===== src/logic/eac_pkg.sv =====
package eac_pkg;

   // ==========================================================
   // register map (byte offsets on the register port)
   // ==========================================================
   localparam logic [7:0] EAC_OFS_CONTROL    = 8'h1f;
   localparam logic [7:0] EAC_OFS_DATA       = 8'h20;
   localparam logic [7:0] EAC_OFS_ADDR_LOW   = 8'h21;
   localparam logic [7:0] EAC_OFS_ADDR_HIGH  = 8'h22;
   localparam logic [7:0] EAC_OFS_IRQ_STATUS = 8'h23;
   localparam logic [7:0] EAC_OFS_IRQ_MASK   = 8'h24;

   // ==========================================================
   // control register fields
   // ==========================================================
   localparam int EAC_CTL_READ_STROBE = 0;
   localparam int EAC_CTL_PROG_STROBE = 1;
   localparam int EAC_CTL_MASTER_EN   = 2;
   localparam int EAC_CTL_READY_IE    = 3;
   localparam int EAC_CTL_MODE_LO     = 4;
   localparam int EAC_CTL_MODE_HI     = 5;

   localparam int EAC_ADDR_W = 12;

   // programming modes
   typedef enum logic [1:0] {
      EAC_MODE_ATOMIC = 2'b00,
      EAC_MODE_ERASE  = 2'b01,
      EAC_MODE_WRITE  = 2'b10,
      EAC_MODE_RSVD   = 2'b11
   } eac_mode_t;

   // programming engine states, gray along idle-erase-write
   typedef enum logic [1:0] {
      EAC_ST_IDLE  = 2'b00,
      EAC_ST_ERASE = 2'b01,
      EAC_ST_WRITE = 2'b11
   } eac_state_t;

   // ==========================================================
   // reset values and cycle counts
   // ==========================================================
   localparam eac_mode_t   EAC_MODE_RST      = EAC_MODE_ATOMIC;
   localparam logic [3:0]  EAC_IRQ_MASK_RST  = 4'h0;
   localparam logic [2:0]  EAC_ARM_CYCLES    = 3'h4;
   localparam logic [2:0]  EAC_STALL_PROG    = 3'h2;
   localparam logic [2:0]  EAC_STALL_READ    = 3'h4;
   localparam int          EAC_ATOMIC_RC_CYC = 26368;
   localparam int          EAC_SPLIT_RC_CYC  = 13960;
   localparam int          EAC_ATOMIC_TIME_US = 3400;
   localparam int          EAC_SPLIT_TIME_US  = 1800;

   // ==========================================================
   // interrupt status bits
   // ==========================================================
   localparam int EAC_EV_PROG_DONE    = 0;
   localparam int EAC_EV_READ_DONE    = 1;
   localparam int EAC_EV_PROG_REFUSED = 2;
   localparam int EAC_EV_READ_REFUSED = 3;
   localparam int EAC_EV_W            = 4;

   // ==========================================================
   // carriers
   // ==========================================================
   typedef struct packed {
      logic [7:0] addr;
      logic [7:0] wdata;
      logic       wr;
      logic       rd;
   } eac_bus_req_t;

   typedef struct packed {
      logic [EAC_ADDR_W-1:0] addr;
      logic [7:0]            wdata;
      logic                  erase;
      logic                  write;
      logic                  read;
   } eac_nv_cmd_t;

endpackage


===== src/logic/eac_prog_timer.sv =====
`timescale 1ns/1ns
// counts oscillator ticks down from a loaded value
module eac_prog_timer #(
   parameter int CNT_W = 15
) (
   // clock and engine reset
   input  wire logic             clk,
   input  wire logic             por,
   // control
   input  wire logic             start,
   input  wire logic [CNT_W-1:0] load,
   input  wire logic             tick,
   // status
   output logic                  busy,
   output logic                  done
);

   logic [CNT_W-1:0] remain;

   initial begin
      if (CNT_W < 2 || CNT_W > 24) begin
         $error("eac_prog_timer: CNT_W out of range");
      end
   end

   // ======================================================
   // countdown; a start during the done cycle restarts it
   // ======================================================
   always_ff @(posedge clk or posedge por) begin
      if (por) begin
         remain <= '0;
         busy   <= 1'b0;
         done   <= 1'b0;
      end else begin
         done <= 1'b0;
         if (start) begin
            remain <= load;
            busy   <= 1'b1;
         end else if (busy && tick) begin
            if (remain <= CNT_W'(1)) begin
               remain <= '0;
               busy   <= 1'b0;
               done   <= 1'b1;
            end else begin
               remain <= remain - CNT_W'(1);
            end
         end
      end
   end

endmodule


===== src/logic/eac_top.sv =====
// Decided for this implementation: the plain strobed port.
`timescale 1ns/1ns
module eac_top
   import eac_pkg::*;
#(
   parameter int ATOMIC_RC_CYC = EAC_ATOMIC_RC_CYC,
   parameter int SPLIT_RC_CYC  = EAC_SPLIT_RC_CYC,
   parameter int CNT_W         = 15
) (
   // clock and resets
   input  wire logic         CLK,
   input  wire logic         RST,
   input  wire logic         POR,
   // register port
   input  wire eac_bus_req_t BUS_REQ,
   output eac_pkg::eac_bus_req_t BUS_UNUSED_NONE,
   output logic [7:0]        RDATA,
   // core side
   input  wire logic         GLOBAL_IRQ_EN,
   input  wire logic         FLASH_SELFPROG_ACTIVE,
   output logic              CPU_STALL,
   output logic              READY_IRQ,
   output logic              IRQ,
   // calibrated oscillator, asynchronous to CLK
   input  wire logic         RC_OSC,
   // array side
   input  wire logic [7:0]   NV_RDATA,
   output eac_nv_cmd_t       NV_CMD
);

   // ==========================================================
   // declarations
   // ==========================================================
   logic [EAC_ADDR_W-1:0] nv_byte_address;
   logic [7:0]            nv_data_byte;
   eac_mode_t             prog_mode_field;
   logic                  ready_irq_enable;
   logic                  master_prog_enable;
   logic [2:0]            arm_cnt;
   logic [2:0]            stall_cnt;
   logic [EAC_EV_W-1:0]   irq_status;
   logic [EAC_EV_W-1:0]   irq_mask;
   logic [EAC_EV_W-1:0]   events;
   eac_state_t            state;
   logic                  prog_strobe;
   logic                  rc_meta;
   logic                  rc_sync;
   logic                  rc_prev;
   logic                  rc_tick;
   logic                  wr_ctl;
   logic                  prog_req;
   logic                  prog_start;
   logic                  prog_refused;
   logic                  read_req;
   logic                  read_ok;
   logic                  timer_start;
   logic [CNT_W-1:0]      timer_load;
   logic                  timer_busy;
   logic                  timer_done;
   logic [7:0]            next_rdata;

   initial begin
      if (ATOMIC_RC_CYC < 4 || ATOMIC_RC_CYC >= (1 << CNT_W)) begin
         $error("eac_top: ATOMIC_RC_CYC does not fit the timer");
      end
      if (SPLIT_RC_CYC < 2 || SPLIT_RC_CYC >= (1 << CNT_W)) begin
         $error("eac_top: SPLIT_RC_CYC does not fit the timer");
      end
   end

   // the port has no unused outputs; this struct reads constant zero
   assign BUS_UNUSED_NONE = '0;

   // ==========================================================
   // request decode
   // ==========================================================
   assign wr_ctl   = BUS_REQ.wr && (BUS_REQ.addr == EAC_OFS_CONTROL);
   assign prog_strobe = (state != EAC_ST_IDLE);
   assign prog_req = wr_ctl && BUS_REQ.wdata[EAC_CTL_PROG_STROBE];
   // arming window, idle engine, idle flash and a real mode are all needed
   assign prog_start = prog_req && master_prog_enable
                    && !prog_strobe
                    && !FLASH_SELFPROG_ACTIVE
                    && (prog_mode_field != EAC_MODE_RSVD);
   assign prog_refused = prog_req && !prog_start;
   assign read_req = wr_ctl && BUS_REQ.wdata[EAC_CTL_READ_STROBE];
   assign read_ok  = read_req && !prog_strobe;

   // ==========================================================
   // oscillator synchroniser; the first stage feeds no logic
   // ==========================================================
   always_ff @(posedge CLK or posedge POR) begin
      if (POR) begin
         rc_meta <= 1'b0;
         rc_sync <= 1'b0;
         rc_prev <= 1'b0;
      end else begin
         rc_meta <= RC_OSC;
         rc_sync <= rc_meta;
         rc_prev <= rc_sync;
      end
   end

   // one tick per rising oscillator edge
   assign rc_tick = rc_sync && !rc_prev;

   // ==========================================================
   // programming engine; on POR only, so a core reset never aborts it
   // ==========================================================
   always_ff @(posedge CLK or posedge POR) begin
      if (POR) begin
         state <= EAC_ST_IDLE;
      end else begin
         case (state)
            EAC_ST_IDLE: begin
               if (prog_start) begin
                  if (prog_mode_field == EAC_MODE_WRITE) begin
                     state <= EAC_ST_WRITE;
                  end else begin
                     state <= EAC_ST_ERASE;
                  end
               end
            end
            EAC_ST_ERASE: begin
               if (timer_done) begin
                  // atomic runs on into the write half
                  if (prog_mode_field == EAC_MODE_ATOMIC) begin
                     state <= EAC_ST_WRITE;
                  end else begin
                     state <= EAC_ST_IDLE;
                  end
               end
            end
            EAC_ST_WRITE: begin
               if (timer_done) begin
                  state <= EAC_ST_IDLE;
               end
            end
            default: begin
               state <= EAC_ST_IDLE;
            end
         endcase
      end
   end

   // ==========================================================
   // timer load: atomic splits the full count in two, the write half taking any odd tick
   // ==========================================================
   always_comb begin
      timer_start = 1'b0;
      timer_load  = CNT_W'(SPLIT_RC_CYC);
      if (prog_start) begin
         timer_start = 1'b1;
         if (prog_mode_field == EAC_MODE_ATOMIC) begin
            timer_load = CNT_W'(ATOMIC_RC_CYC / 2);
         end else begin
            timer_load = CNT_W'(SPLIT_RC_CYC);
         end
      end else if (state == EAC_ST_ERASE && timer_done
                   && prog_mode_field == EAC_MODE_ATOMIC) begin
         timer_start = 1'b1;
         timer_load  = CNT_W'(ATOMIC_RC_CYC - ATOMIC_RC_CYC / 2);
      end
   end

   eac_prog_timer #(
      .CNT_W (CNT_W)
   ) u_timer (
      .clk   (CLK),
      .por   (POR),
      .start (timer_start),
      .load  (timer_load),
      .tick  (rc_tick),
      .busy  (timer_busy),
      .done  (timer_done)
   );

   // ==========================================================
   // mode field: on POR only; the core reset clears it when idle
   // ==========================================================
   always_ff @(posedge CLK or posedge POR) begin
      if (POR) begin
         prog_mode_field <= EAC_MODE_RST;
      end else if (RST) begin
         if (!prog_strobe) begin
            prog_mode_field <= EAC_MODE_RST;
         end
      end else if (wr_ctl && !prog_strobe) begin
         prog_mode_field <= eac_mode_t'(
            BUS_REQ.wdata[EAC_CTL_MODE_HI:EAC_CTL_MODE_LO]);
      end
   end

   // ==========================================================
   // ready interrupt enable
   // ==========================================================
   always_ff @(posedge CLK or posedge RST) begin
      if (RST) begin
         ready_irq_enable <= 1'b0;
      end else if (wr_ctl) begin
         ready_irq_enable <= BUS_REQ.wdata[EAC_CTL_READY_IE];
      end
   end

   // ==========================================================
   // master enable: an arming window that runs out by itself
   // ==========================================================
   always_ff @(posedge CLK or posedge RST) begin
      if (RST) begin
         master_prog_enable <= 1'b0;
         arm_cnt            <= 3'h0;
      end else if (wr_ctl) begin
         // any control write re-arms or disarms; the strobe itself may
         // land in the same write only if the window was already open
         master_prog_enable <= BUS_REQ.wdata[EAC_CTL_MASTER_EN];
         arm_cnt            <= EAC_ARM_CYCLES - 3'h1;
      end else if (master_prog_enable) begin
         if (arm_cnt == 3'h0) begin
            master_prog_enable <= 1'b0;
         end else begin
            arm_cnt <= arm_cnt - 3'h1;
         end
      end
   end

   // ==========================================================
   // address register, frozen while programming
   // ==========================================================
   always_ff @(posedge CLK or posedge RST) begin
      if (RST) begin
         nv_byte_address <= '0;
      end else if (BUS_REQ.wr && !prog_strobe) begin
         if (BUS_REQ.addr == EAC_OFS_ADDR_LOW) begin
            nv_byte_address[7:0] <= BUS_REQ.wdata;
         end else if (BUS_REQ.addr == EAC_OFS_ADDR_HIGH) begin
            nv_byte_address[EAC_ADDR_W-1:8] <= BUS_REQ.wdata[EAC_ADDR_W-9:0];
         end
      end
   end

   // ==========================================================
   // data register: written by software, loaded by an array read
   // ==========================================================
   always_ff @(posedge CLK or posedge RST) begin
      if (RST) begin
         nv_data_byte <= 8'h00;
      end else if (NV_CMD.read) begin
         nv_data_byte <= NV_RDATA;
      end else if (BUS_REQ.wr && BUS_REQ.addr == EAC_OFS_DATA) begin
         nv_data_byte <= BUS_REQ.wdata;
      end
   end

   // ==========================================================
   // array command; address and data are captured at the start
   // so later register writes cannot disturb a running operation
   // ==========================================================
   always_ff @(posedge CLK or posedge POR) begin
      if (POR) begin
         NV_CMD <= '0;
      end else begin
         NV_CMD.erase <= (state == EAC_ST_ERASE);
         NV_CMD.write <= (state == EAC_ST_WRITE);
         NV_CMD.read  <= read_ok;
         if (prog_start) begin
            NV_CMD.addr  <= nv_byte_address;
            NV_CMD.wdata <= nv_data_byte;
         end else if (!prog_strobe) begin
            NV_CMD.addr  <= nv_byte_address;
         end
      end
   end

   // ==========================================================
   // core stall: two cycles after a start, four after a read with no start in the same write
   // ==========================================================
   always_ff @(posedge CLK or posedge RST) begin
      if (RST) begin
         stall_cnt <= 3'h0;
         CPU_STALL <= 1'b0;
      end else if (prog_start) begin
         stall_cnt <= EAC_STALL_PROG;
         CPU_STALL <= 1'b1;
      end else if (read_ok) begin
         stall_cnt <= EAC_STALL_READ;
         CPU_STALL <= 1'b1;
      end else begin
         if (stall_cnt != 3'h0) begin
            stall_cnt <= stall_cnt - 3'h1;
         end
         CPU_STALL <= (stall_cnt > 3'h1);
      end
   end

   // ==========================================================
   // interrupts: sticky status, cleared by reading it
   // ==========================================================
   always_comb begin
      events                      = '0;
      events[EAC_EV_PROG_DONE]    = prog_strobe && timer_done && state == EAC_ST_WRITE
                                    || state == EAC_ST_ERASE && timer_done
                                       && prog_mode_field == EAC_MODE_ERASE;
      events[EAC_EV_READ_DONE]    = NV_CMD.read;
      events[EAC_EV_PROG_REFUSED] = prog_refused;
      events[EAC_EV_READ_REFUSED] = read_req && !read_ok;
   end

   always_ff @(posedge CLK or posedge RST) begin
      if (RST) begin
         irq_status <= '0;
      end else if (BUS_REQ.rd && BUS_REQ.addr == EAC_OFS_IRQ_STATUS) begin
         // a new event in the read cycle survives the clear
         irq_status <= events;
      end else begin
         irq_status <= irq_status | events;
      end
   end

   always_ff @(posedge CLK or posedge RST) begin
      if (RST) begin
         irq_mask <= EAC_IRQ_MASK_RST;
      end else if (BUS_REQ.wr && BUS_REQ.addr == EAC_OFS_IRQ_MASK) begin
         irq_mask <= BUS_REQ.wdata[EAC_EV_W-1:0];
      end
   end

   // registered outputs; a cycle later than their cause
   always_ff @(posedge CLK or posedge RST) begin
      if (RST) begin
         IRQ       <= 1'b0;
         READY_IRQ <= 1'b0;
      end else begin
         IRQ       <= |(irq_status & irq_mask);
         READY_IRQ <= ready_irq_enable && GLOBAL_IRQ_EN && !prog_strobe;
      end
   end

   // ==========================================================
   // read data, valid only in the cycle after the read strobe
   // ==========================================================
   always_comb begin
      next_rdata = 8'h00;
      case (BUS_REQ.addr)
         EAC_OFS_CONTROL: begin
            next_rdata[EAC_CTL_MODE_HI:EAC_CTL_MODE_LO] = prog_mode_field;
            next_rdata[EAC_CTL_READY_IE]    = ready_irq_enable;
            next_rdata[EAC_CTL_MASTER_EN]   = master_prog_enable;
            next_rdata[EAC_CTL_PROG_STROBE] = prog_strobe;
         end
         EAC_OFS_DATA: begin
            next_rdata = nv_data_byte;
         end
         EAC_OFS_ADDR_LOW: begin
            next_rdata = nv_byte_address[7:0];
         end
         EAC_OFS_ADDR_HIGH: begin
            next_rdata[EAC_ADDR_W-9:0] = nv_byte_address[EAC_ADDR_W-1:8];
         end
         EAC_OFS_IRQ_STATUS: begin
            next_rdata[EAC_EV_W-1:0] = irq_status;
         end
         EAC_OFS_IRQ_MASK: begin
            next_rdata[EAC_EV_W-1:0] = irq_mask;
         end
         default: begin
            next_rdata = 8'h00;
         end
      endcase
   end

   always_ff @(posedge CLK or posedge RST) begin
      if (RST) begin
         RDATA <= 8'h00;
      end else if (BUS_REQ.rd) begin
         RDATA <= next_rdata;
      end else begin
         RDATA <= 8'h00;
      end
   end

endmodule

===== config.mk =====
export PLATFORM = sky130hd
export DESIGN_NAME = eac_top
export DESIGN_NICKNAME = d
export VERILOG_FILES = /design/src/logic/eac_pkg.sv /design/src/logic/eac_prog_timer.sv /design/src/logic/eac_top.sv
export SDC_FILE = /design/constraint.sdc
export NUM_CORES = 1
export LEC_CHECK = 0
export ABC_AREA = 1
export BUFFER_PORTS_ARGS = -buffer_cell sky130_fd_sc_hd__buf_2
export CAP_MARGIN = 20
export CORE_MARGIN = 4
export CORE_UTILIZATION = 43
export DETAILED_ROUTE_END_ITERATION = 8
export PLACE_DENSITY_LB_ADDON = 0.15
export RECOVER_POWER = 25
export SLEW_MARGIN = 20
export SYNTH_ARGS = -nofsm -noshare
export SYNTH_HDL_FRONTEND = slang
export SYNTH_SLANG_ARGS = --single-unit
export TNS_END_PERCENT = 100

===== constraint.sdc =====
create_clock -name CLK -period 1.71 [get_ports CLK]
set_input_delay 0.171 -clock CLK [delete_from_list [all_inputs] [get_ports CLK]]
set_output_delay 0.171 -clock CLK [all_outputs]
set_load 0.01 [all_outputs]

**Word level (Yosys, flattened, before mapping)**

Cells that the tools add are included.

- Output and inout bits: 52
- Register bits: 94
- Input port bits: 32

- Add/subtract/negate cells: 3
- Muxes and demuxes: 44
- Reductions and logical operators: 48
- Magnitude comparators: 2
- Equality and inequality tests: 17
- Bitwise gates (word level): 3

Operators with widths:

| kind | count |
|---|---|
| 15-bit two-way mux | 4 |
| 8-bit by 6-bit == test with 1-bit output (second input constant) | 5 |
| 1-bit logical AND | 24 |
| 12-bit two-way mux | 2 |
| 8-bit two-way mux | 3 |
| 11-bit two-way mux | 2 |
| 3-bit two-way mux | 6 |
| 3-bit case mux with 6 select lines | 1 |
| 2-bit two-way mux | 8 |
| 15-bit by 1-bit <= comparator with 1-bit output (second input constant) | 1 |
| 15-bit by 1-bit subtractor with 15-bit output (second input constant) | 1 |
| 1-bit two-way mux | 13 |
| 2-bit case mux with 3 select lines | 2 |
| 2-bit nonzero test | 6 |
| 8-bit by 5-bit == test with 1-bit output (second input constant) | 1 |
| 2-bit inequality test (second input constant) | 4 |
| 2-bit AND reduction | 4 |
| 2-bit by 1-bit inequality test with 1-bit output (second input constant) | 3 |
| 3-bit AND reduction | 2 |
| 3-bit nonzero test | 2 |
| 3-bit by 1-bit subtractor with 3-bit output (second input constant) | 2 |
| 1-bit logical NOT | 5 |
| 1-bit case mux with 5 select lines | 1 |
| 4-bit AND | 1 |
| 11 further kinds | 14 |

**Logic depth before layout (Yosys ltp)**

Gate-level depths: netlist of run 1.

- Depth in word-level cells: 11
- Mapped depth: 11
- Gate-level depth less buffers: 11

**Hierarchy**

From an unflattened synthesis of run 1, not the netlist that was laid out.

- Cells, all modules: 641
- Area, all modules: 5058.6 um^2

Modules (own cells, without submodules):

| module | area each (um^2) | cells an instance | instances | seq. area each (um^2) |
|---|---|---|---|---|
| eac_top | 3789.9 | 457 | 1 | 1926.8 |
| eac_prog_timer | 1268.7 | 184 | 1 | 425.4 |

**Worst setup path before layout of run 1**

Ideal clock, no wire load.

- Path type: input to register
- Start: input RST
- End: register prog_mode_field[0]
- Data required time: 1577 ps
- Stages on the path: 4
- Setup time: 133 ps
- Arrival time: 1663 ps
- Setup slack: -86 ps
- Path buffers: 0
- Cell sequence: inv_1 -> a21oi_1 -> nand3_1 -> o21ai_0

- Longest elaborated chain between the ends: 2

Ends and longest elaborated chain:

| what | RTL line | RTL |
|---|---|---|
| start, declared | eac_top.sv:12 | `input wire logic RST,` |
| 2-bit inequality test (no source line) or 2-bit nonzero test (tied branches) | -- |  |
| 2-bit AND reduction (no source line) | -- |  |
| end signal, assigned | eac_top.sv:189 | `prog_mode_field <= eac_mode_t'(` |
| end, declared | eac_top.sv:36 | `eac_mode_t prog_mode_field;` |

Parallel ways exist; a longest one is shown, timed or not.
A chain may end at the register's enable or synchronous reset.

**Worst setup path in the final report of run 1**

- Start: register state[0]
- End: register u_timer.busy

- Longest elaborated chain between the ends: 8

Ends and longest elaborated chain:

| what | RTL line | RTL |
|---|---|---|
| start, declared | eac_top.sv:44 | `eac_state_t state;` |
| start signal, assigned | eac_top.sv:112 | `state <= EAC_ST_IDLE;` |
| start signal, assigned | eac_top.sv:118 | `state <= EAC_ST_WRITE;` |
| start signal, assigned | eac_top.sv:120 | `state <= EAC_ST_ERASE;` |
| 2-bit nonzero test | eac_top.sv:78 | `assign prog_strobe = (state != EAC_ST_IDLE);` |
| 1-bit logical NOT | eac_top.sv:82 | `&& !prog_strobe` |
| 1-bit logical AND | eac_top.sv:82 |  |
| 1-bit logical AND | eac_top.sv:83 | `&& !FLASH_SELFPROG_ACTIVE` |
| 1-bit logical AND | eac_top.sv:84 | `&& (prog_mode_field != EAC_MODE_RSVD);` |
| 1-bit two-way mux * | eac_top.sv:152 | `if (prog_start) begin` |
| 2-bit nonzero test (no source line) | -- |  |
| 2-bit AND reduction (no source line) | -- |  |
| end signal, assigned | eac_prog_timer.sv:32 | `busy <= 1'b0;` |
| end signal, assigned | eac_prog_timer.sv:38 | `busy <= 1'b1;` |
| end signal, assigned | eac_prog_timer.sv:42 | `busy <= 1'b0;` |
| end, declared | eac_prog_timer.sv:14 | `output logic busy,` |

Every way passes the cells marked *; elsewhere a longest branch is shown, timed or not.

==> results by group, run 1 <==
Outcome
  • Status: completed

Setup path
  • R2R setup slack: 150 ps
  • WS Path Type: reg -> reg
  • Req. time, crit path: 1980 ps
  • Crit end category: flop
  • Crit Path Max Fanout: 10
  • Reg2reg start: state[0]$_DFFE_PP0P_
  • R2R Path End: u_timer.busy$_DFFE_PP0P_
  • CP arrival: 1820 ps
  • Startpoint types: flop
  • R2R cell count: 8
  • Worst Setup SP: state[0]$_DFFE_PP0P_

Yosys
  • Avg Inst Size Synth: 8.09 µm²
  • Synth cell types: 34
  • Post-synth top area cell: dfrtp_1
  • Top-count cell post-synth: nand2_1
  • Top cells by instance count after synthesis: 170 x nand2_1, 94 x dfrtp_1, 73 x nor2_1
  • Share of the synthesized area in the top cell type: 0.501
  • FFs w/ async S/R, synth: 1.00
  • Cell Area, Synth: 4700 µm²
  • EDFF count, synth: 0
  • Number of synthesized register bits: 94
  • Top FF cell, synth: dfrtp_1
  • Synth area leaders: dfrtp_1 50%, nand2_1 14%, nor2_1 5.8%
  • Seq/Total Area, Yosys: 0.501
  • Syn. warnings: 0
  • Syn Inst Count: roughly 580

Floorplan
  • Die width: 113 µm
  • Die H: around 110 µm
  • # rows: 37
  • Initial Util: 0.449
  • Core area: 10500 µm²
  • Io pins: 84
  • Die area: 12700 µm²

STA
  • Slew Limit Fails: 0
  • RSZ-0062 raised after global routing: no
  • Fin crit share: 0.910
  • Minimum clock period: 1560 ps
  • Hold WS: 66.5 ps
  • Clock Skew: 12.1 ps
  • Final setup viols: 0
  • Slew of the pin with the lowest slew margin: 1050 ps
  • Worst slew margin: 0.297
  • Max frequency: 643 MHz
  • Fin. Hold Viols: 0
  • Setup TNS Final: 0 ps

Routing
  • Via count: 3923
  • 1st-iter DRT viols: 263
  • Via/cell ratio: ~4.8
  • Routed Antenna Nets: 0
  • Routed length per placed instance: 14.1 µm
  • Drt pass-1 iters: 5
  • DRC violations left: 0
  • Routed wire length: 11400 µm

Clock network
  • H-Tree Depth: 3
  • Num CTS Buffers: 9
  • CTS clock-pin slew for the worst setup and hold paths: around 100 ps
  • CTS tree: built
  • Root Driver: clkbuf_8
  • CTS sink cnt: 94
  • CTS Buffer Depth: 2
  • Worst-Skew Late Latency: approximately 380 ps
  • Postcts setup bufs: 0

Hold path
  • Worst Hold Path EP: RDATA[5]$_DFF_PP0_
  • Hold path depth: 3
  • Hold path start: BUS_REQ[0]
  • Type of the most critical hold path: in -> reg

Global routing
  • First-pass GRT wire length: 18800 µm
  • Antenna violations before repair: 0
  • Overall fraction of global-route tracks in use: 0.187
  • GRT overflow: 0
  • Vias in the first global route: 3771
  • Largest net degree at the start of global routing: 48

Placement
  • IO Port Bufs: 65
  • Hpwl dp: 8920 µm
  • Cells after DPL: 792
  • RD Place Congestion: 0.889

Flow run
  • Maxcap violations: 0

Layout
  • Multi-input gate area: 2020 µm²
  • Area grow syn2layout: 16.0%
  • Share of layout cells above drive strength 1: 0.192
  • Nets: 710
  • Non-filler instance count after layout: 812
  • Sequential cell area: 2350 µm²
  • N_diodes: 0
  • Filler Cell Count: slightly above 1000

Power
  • P_leak: 2.88 nW
  • Power per cell area: approximately 940 nW/µm²
  • Max VDD drop: 531 µV
how the worst max path moves through the flow:
stage	slack [ps]	to	depth (start not counted)
2_1_floorplan	190	prog_mode_field[0]$_DFFE_PP0P_	4
3_3_place_gp	110	u_timer.busy$_DFFE_PP0P_	10
3_5_place_dp	70	u_timer.busy$_DFFE_PP0P_	8
4_1_cts	40	u_timer.busy$_DFFE_PP0P_	8
5_1_grt	2	u_timer.busy$_DFFE_PP0P_	8
6_report	150	u_timer.busy$_DFFE_PP0P_	8
per-layer routing:
layer	global-route usage	vias to the layer above	routed length, µm
met5	0	-	0
met4	0.0553	0	176
met3	0.0528	16	681
met2	0.274	103	4970
met1	0.271	1805	5600
li1	-	1999	-
flip-flops by register name, summed over array words and instances, names as in the netlist:
register and count:
nv_data_byte 8, prog_mode_field 2, master_prog_enable 1, stall_cnt 3
READY_IRQ 1, irq_status 4, rc_prev 1, CPU_STALL 1
irq_mask 4, IRQ 1, rc_meta 1, state 2
ready_irq_enable 1, u_timer.busy 1, rc_sync 1, u_timer.done 1
arm_cnt 3, nv_byte_address 12, NV_CMD 23, RDATA 8
u_timer.remain 15
logic make-up (layout without fill, tap and decap cells):
logic type | after synthesis | count (layout) | synth area share
adders and majority gates | 7 | 7 | 0.0186
DFF | 94 | 94 | 0.501
and+or+nand+nor | 308 | 308 | 0.281
other | 1 | 18 | 0.000798
muxes | 6 | 6 | 0.0136
AOI/OAI and AO/OA | 67 | 67 | 0.0743
buffers and inverters | 85 | 163 | 0.0865
xor gates and xnor gates | 13 | 13 | 0.0242
worst max-delay path: stages (launching register included):
cell and delay [ps]:
dfrtp_1 440, nor2_4 170, nand3_1 160, inv_1 100
nand3_2 140, nand2_2 160, inv_2 110, o211ai_1 90
nand2_1 70
through the flow:
| stage | instance area, µm² | worst slack [ps] | total power, mW | util |
|---|---|---|---|---|
| 2_1_floorplan | 4770 | 191 | 3.43 | - |
| 3_3_place_gp | 5220 | 114 | 3.69 | 0.499 |
| 3_5_place_dp | 5220 | 67.6 | 3.72 | 0.499 |
| 4_1_cts | 5450 | 38.0 | 5.16 | 0.521 |
| 5_1_grt | 5450 | 2.44 | 5.48 | 0.521 |
| 6_report | 5450 | 154 | 5.13 | 0.521 |
timing repair:
item	in CTS	in global routing
endpoints found under the setup margin	0	16
gates resized for setup	0	8
hold buffers	4	0
hold endpoints to repair	63	0
power by group:
| part | internal [mW] | switching [mW] | leakage, nW |
|---|---|---|---|
| Sequential | 2.44 | 0.213 | 1.19 |
| Clock | 0.561 | 0.871 | 0.0903 |
| Combinational | 0.425 | 0.613 | 1.60 |
cell type report:
class	count	share of cell area
Clock buffer	9	0.0227
Multi-Input combinational cell	419	0.371
Tap cell	136	0.0312
Inverter	59	0.0409
Timing Repair Buffer	88	0.0909
Sequential cell	94	0.432
Clock inverter	7	0.0117
layout by cell type (no fill, tap or decap), types with 2 or more instances in the layout:
| cell | count |
|---|---|
| dlygate4sd3_1 | 4 |
| mux2_1 | 3 |
| nand3_2 | 2 |
| o211ai_1 | 4 |
| clkbuf_8 | 9 |
| nand3_1 | 31 |
| dfrtp_1 | 94 |
| nor2_2 | 6 |
| nor2_1 | 68 |
| inv_1 | 51 |
| o21ai_1 | 7 |
| ha_1 | 7 |
| nand2_2 | 6 |
| buf_4 | 15 |
| nor3_1 | 7 |
| clkbuf_1 | 2 |
| or2_2 | 2 |
| a21oi_1 | 29 |
| inv_6 | 2 |
| buf_2 | 66 |
| clkinvlp_4 | 2 |
| o21ai_0 | 25 |
| nor2_4 | 4 |
| xor2_1 | 8 |
| nand2_1 | 168 |
| inv_2 | 7 |
| conb_1 | 18 |
| mux2i_1 | 3 |
| nand4_1 | 8 |
| xnor2_1 | 5 |
| inv_8 | 2 |
| nor3_2 | 3 |
Note: power is estimated with default switching activity, not from simulation.
==> run 2: changes to the inputs <==
--- a/config.mk
+++ b/config.mk
@@ -8,8 +8,8 @@
 export ABC_AREA = 1
 export BUFFER_PORTS_ARGS = -buffer_cell sky130_fd_sc_hd__buf_2
 export CAP_MARGIN = 20
-export CORE_MARGIN = 4
-export CORE_UTILIZATION = 43
+export CORE_MARGIN = 2
+export CORE_UTILIZATION = 29
 export DETAILED_ROUTE_END_ITERATION = 8
 export PLACE_DENSITY_LB_ADDON = 0.15
 export RECOVER_POWER = 25
==> run 2 against run 1 <==
Effect of this change: sequential share of layout area down 1.7 points; worst hold slack worse by 17 ps; critical path depth unchanged; global-route usage is 3.2 points lower; register-to-register slack worse by 30 ps; first-iteration DRC count shrank 7.2%; routed wire length grew 13%; clock power rose by 39%; count of clock-buffer cells in the layout up 3; critical path type unchanged.
==> results by group, run 2 (synthesis results as in run 1) <==
Layout
  • Largest Register: NV_CMD
  • Max FFs per register: 23
  • Most common cell after layout, fill and taps aside: nand2_1
  • Final Instance Area: 5680 µm²
  • Final core utilization: 0.358
  • Biggest regs: NV_CMD: 23 flops, u_timer.remain: 15 flops, nv_byte_address: 12 flops
  • Commonest non-fill, non-tap cells in the layout: 169 x nand2_1, 94 x dfrtp_1, 71 x nor2_1
  • Share of layout cells above drive strength 1: 0.188
  • Nets: 714
  • N_diodes: 0
  • Area grow syn2layout: 20.8%

Floorplan
  • Die area: 17200 µm²
  • Die H: 131 µm
  • # rows: 46
  • Die width: about 130 µm
  • Io pins: between 80 and 90
  • Core area: 15900 µm²
  • Initial Util: 0.296

STA
  • Fin crit share: 0.928
  • Final WS setup: around 120 ps
  • Hold WS: approximately 50 ps
  • Slew Limit Fails: 0
  • Minimum clock period: roughly 1600 ps
  • Max frequency: about 630 MHz
  • Fin. Hold Viols: 0
  • Final setup viols: 0
  • Clock Skew: 12.4 ps
  • Slew of the pin with the lowest slew margin: 652 ps
  • Worst slew margin: 0.565

Hold path
  • Worst Hold Path EP: READY_IRQ$_DFF_PP0_
  • Hold path start: GLOBAL_IRQ_EN
  • Type of the most critical hold path: in -> reg
  • Hold path depth: 3

Clock network
  • CTS Buffer Depth: 2
  • H-Tree Depth: 3
  • CTS clock-pin slew for the worst setup and hold paths: about 60 ps
  • CTS tree: built
  • CTS sink cnt: 94
  • Root Driver: clkbuf_16
  • Worst-Skew Late Latency: 360 ps
  • Num CTS Buffers: 9

Global routing
  • Vias in the first global route: 3966
  • Largest net degree at the start of global routing: 32
  • GRT overflow: 0
  • Antenna violations before repair: 0
  • Overall fraction of global-route tracks in use: 0.155
  • First-pass GRT wire length: 21000 µm

Setup path
  • WS Path Type: reg -> reg
  • R2R cell count: 8
  • Crit Path Max Fanout: 4
  • Crit end category: flop
  • Reg2reg start: u_timer.remain[0]$_DFFE_PP0P_
  • R2R Path End: u_timer.remain[12]$_DFFE_PP0P_
  • R2R setup slack: roughly 120 ps
  • Req. time, crit path: slightly below 2000 ps
  • Startpoint types: flop
  • CP arrival: 1860 ps

Routing
  • Via count: 3965
  • 1st-iter DRT viols: 244
  • Drt pass-1 iters: 5
  • Routed length per placed instance: approximately 14 µm
  • Routed Antenna Nets: 0
  • DRC violations left: 0
  • Via/cell ratio: 4.43
  • Routed wire length: roughly 13000 µm

Power
  • P_leak: 2.95 nW
  • Max VDD drop: around 490 µV
  • Power per cell area: 1000 nW/µm²
  • Total power: 5.68 mW

Flow run
  • Maxcap violations: 0

Placement
  • RD Place Congestion: between 0.8 and 0.9
  • Worst slack, placed: 17.3 ps
  • Placed inst area: around 5300 µm²
  • Hpwl dp: between 9000 and 10000 µm
  • IO Port Bufs: 65

Outcome
  • Status: completed
[run 2: changes by cell type in the layout (fill, tap and decap cells not counted), sizes merged]
cell         change
buf              +5
inv              -4
clkinvlp         -1
clkbuf           +3
dlygate4sd3      -1
clkinv           +1
bufinv           +1
[run 2: cell type report]
type | count | area (µm²)
inverters | 59 | 225
clock inverters | 4 | 47.5
multi-input cells | 419 | 2020
repair buffers | 92 | 531
flip-flops and latches | 94 | 2350
clock buffers | 12 | 236
well taps | 216 | 270
fillers | 1714 | 10200
[run 2: worst max-delay path by stage]
| stage | from | endpoint | slack, ps | cells past startpoint |
|---|---|---|---|---|
| 6_report | u_timer.remain[0]$_DFFE_PP0P_ | u_timer.remain[12]$_DFFE_PP0P_ | 120 | 8 |
| 3_3_place_gp | state[0]$_DFFE_PP0P_ | u_timer.remain[1]$_DFFE_PP0P_ | 60 | 8 |
| 2_1_floorplan | RST | prog_mode_field[0]$_DFFE_PP0P_ | 190 | 4 |
| 3_5_place_dp | state[0]$_DFFE_PP0P_ | u_timer.remain[1]$_DFFE_PP0P_ | 20 | 8 |
| 4_1_cts | state[0]$_DFFE_PP0P_ | u_timer.remain[1]$_DFFE_PP0P_ | 70 | 8 |
| 5_1_grt | u_timer.remain[0]$_DFFE_PP0P_ | u_timer.remain[12]$_DFFE_PP0P_ | -20 | 8 |
[run 2: report_power, final]
group / internal [mW] / switching (mW)
Clock: 1.13 / 0.858
Combinational: 0.418 / 0.623
Sequential: 2.45 / 0.210
Total: 3.99 / 1.69
[run 2: metrics by stage]
step / cells / TNS, ps
after detailed placement: 874 / 0
after global placement: 874 / 0
after floorplan: 598 / 0
final: 896 / 0
after global routing: 896 / -41.9
after CTS: 893 / 0
[run 2: per-layer routing]
layer | track usage | share of wire
met4 | 0.0592 | 0.021
met5 | 0 | 0
met1 | 0.214 | 0.49
met3 | 0.0343 | 0.043
met2 | 0.239 | 0.45
[run 2: worst max-delay path: stages (launching register included)]
cell	delay, ps
dfrtp_1	400
inv_1	120
ha_1	230
nand2_1	120
nor2_2	190
nand2_1	100
xnor2_1	160
nand2_1	70
a21oi_1	130
[run 2: timing repair]
item	4_1_cts	5_1_grt
setup buffers	0	3
endpoints found under the setup margin	1	31
hold endpoints to repair	26	0
hold buffers	3	0
resized for setup	1	5
==> run 3: changes to the inputs <==
--- a/config.mk
+++ b/config.mk
@@ -10,6 +10,8 @@
 export CAP_MARGIN = 20
 export CORE_MARGIN = 2
 export CORE_UTILIZATION = 29
+export CTS_BUF_LIST = sky130_fd_sc_hd__clkbuf_4 sky130_fd_sc_hd__clkbuf_8
+export CTS_CLUSTER_SIZE = 24
 export DETAILED_ROUTE_END_ITERATION = 8
 export PLACE_DENSITY_LB_ADDON = 0.15
 export RECOVER_POWER = 25
==> run 3 against run 2 <==
Effect of this change: combinational power hardly changed; clock skew is 3.8 ps higher; cell area is 1.2% lower; non-clock buffer count is 1 higher; highest routed layer unchanged.
==> results by group, run 3 (synthesis results as in run 1) <==
STA
  • Final WS setup: 132 ps
  • Worst slew margin: 0.566
  • Hold WS: 55.7 ps
  • Max frequency: 634 MHz
  • Setup TNS Final: 0 ps
  • Fin crit share: 0.923
  • Clock Skew: 16.1 ps
  • Slew of the pin with the lowest slew margin: about 650 ps
  • Slew Limit Fails: 0
  • Final setup viols: 0
  • RSZ-0062 raised after global routing: no
  • Fin. Hold Viols: 0
  • Minimum clock period: 1580 ps

Power
  • Power per cell area: 927 nW/µm²
  • Max VDD drop: 320 µV
  • Total power: 5.20 mW
  • P_leak: 2.92 nW

Floorplan
  • Die area: 17200 µm²
  • Core area: 15900 µm²
  • # rows: 46
  • Initial Util: 0.296
  • Die H: 131 µm
  • Io pins: 84
  • Die width: 131 µm

Setup path
  • WS Path Type: reg -> reg
  • Worst Setup SP: state[0]$_DFFE_PP0P_
  • R2R setup slack: roughly 130 ps
  • Crit end category: flop
  • Crit path max-delay cell type: dfrtp_1
  • CP arrival: 1840 ps
  • Crit Path Max Fanout: 4
  • Worst Path Buf+Inv: 1
  • Top delay family on crit path: simple AND/OR/NAND/NOR gates
  • Req. time, crit path: 1970 ps
  • Startpoint types: flop
  • Reg2reg start: state[0]$_DFFE_PP0P_
  • R2R cell count: 5
  • CP Capture Point: nv_byte_address[5]$_DFFE_PP0P_
  • Worst path depth: 5
  • Max incr delay on CP: 440 ps
  • Worst path cell trace: nor2_4 > inv_2 > nor2_1 > nand3_1 > mux2_1
  • R2R Path End: nv_byte_address[5]$_DFFE_PP0P_

Routing
  • Routed Antenna Nets: 0
  • Routed length per placed instance: about 14 µm
  • Via/cell ratio: 4.41
  • 1st-iter DRT viols: between 150 and 200
  • Drt pass-1 iters: 5
  • DRC violations left: 0
  • Routed wire length: 12800 µm
  • Via count: 3960

Placement
  • Worst slack, placed: 17.3 ps
  • Placed inst area: 5350 µm²
  • RD Place Congestion: 0.892
  • IO Port Bufs: 65
  • Hpwl dp: 9930 µm

Clock network
  • H-Tree Depth: 3
  • Worst-Skew Late Latency: 380 ps
  • Num CTS Buffers: 9
  • Root Driver: clkbuf_8
  • CTS tree: built
  • CTS Buffer Depth: 2
  • CTS clock-pin slew for the worst setup and hold paths: 90 ps
  • CTS sink cnt: 94

Hold path
  • Hold path depth: 2
  • Type of the most critical hold path: in -> reg

Layout
  • Biggest regs: NV_CMD: 23 flops, u_timer.remain: 15 flops, nv_byte_address: 12 flops
  • Max FFs per register: 23
  • N_diodes: 0
  • Nets: 715
  • Largest Register: NV_CMD
  • Share of layout cells above drive strength 1: 0.195
  • Area grow syn2layout: 19.4%
  • Commonest non-fill, non-tap cells in the layout: 169 x nand2_1, 94 x dfrtp_1, 70 x nor2_1
  • Final Instance Area: 5610 µm²
  • Most common cell after layout, fill and taps aside: nand2_1

Global routing
  • First-pass GRT wire length: 20800 µm
  • GRT overflow: 0
  • Largest net degree at the start of global routing: 32
  • Overall fraction of global-route tracks in use: 0.154
  • Antenna violations before repair: 0
  • Vias in the first global route: 3945

Flow run
  • Maxcap violations: 0

Outcome
  • Status: completed
## run 3: cell types whose count changed in the layout (fill, tap and decap cells not counted), moves of 3 or more
cell       previous run  this run
clkbuf_8              0         9
clkbuf_4              1         4
clkbuf_1              5         2
clkbuf_16             9         0
## run 3: stage by stage
step,utilization,std cells
2_1_floorplan,-,598
3_3_place_gp,0.337,874
3_5_place_dp,0.337,874
4_1_cts,0.352,894
5_1_grt,0.353,897
6_report,0.353,897
## run 3: repair_timing
| item | in CTS | in global routing |
|---|---|---|
| buffers inserted | 0 | 3 |
| setup endpoints to repair | 1 | 29 |
| cloned | 0 | 0 |
| resized for setup | 1 | 7 |
| hold buffers | 4 | 0 |
| endpoints found under the hold margin | 27 | 0 |
| pin swaps | 0 | 0 |
## run 3: how the worst min path moves through the flow
stage | start | to
floorplan | RC_OSC | rc_meta$_DFF_PP0_
global placement | RST | irq_status[0]$_DFF_PP0_
detailed placement | RST | irq_status[0]$_DFF_PP0_
CTS | BUS_REQ[8] | nv_byte_address[6]$_DFFE_PP0P_
global route | BUS_REQ[8] | nv_byte_address[6]$_DFFE_PP0P_
finish | BUS_REQ[8] | nv_byte_address[6]$_DFFE_PP0P_
## run 3: report_power, final
part / leakage (nW) / internal (mW) / total [mW] / switching [mW]
clock network: 0.101 / 0.722 / 1.50 / 0.783
logic: 1.63 / 0.420 / 1.04 / 0.624
registers: 1.19 / 2.44 / 2.65 / 0.210
## run 3: layout make-up
class | count | area, µm²
repair buffers | 93 | 541
multi-input cells | 419 | 2030
clock buffers | 12 | 146
well taps | 216 | 270
flip-flops and latches | 94 | 2350
fillers | 1724 | 10300
inverters | 59 | 225
clock inverters | 4 | 47.5
## run 3: per-layer routing
metal  global-route usage  part of all wire  vias up
li1                     -                 -     1996
met1                0.212              0.50     1867
met2                0.238              0.45       81
met3               0.0332             0.038       16
met4               0.0537             0.020        0
met5                    0                 0        -
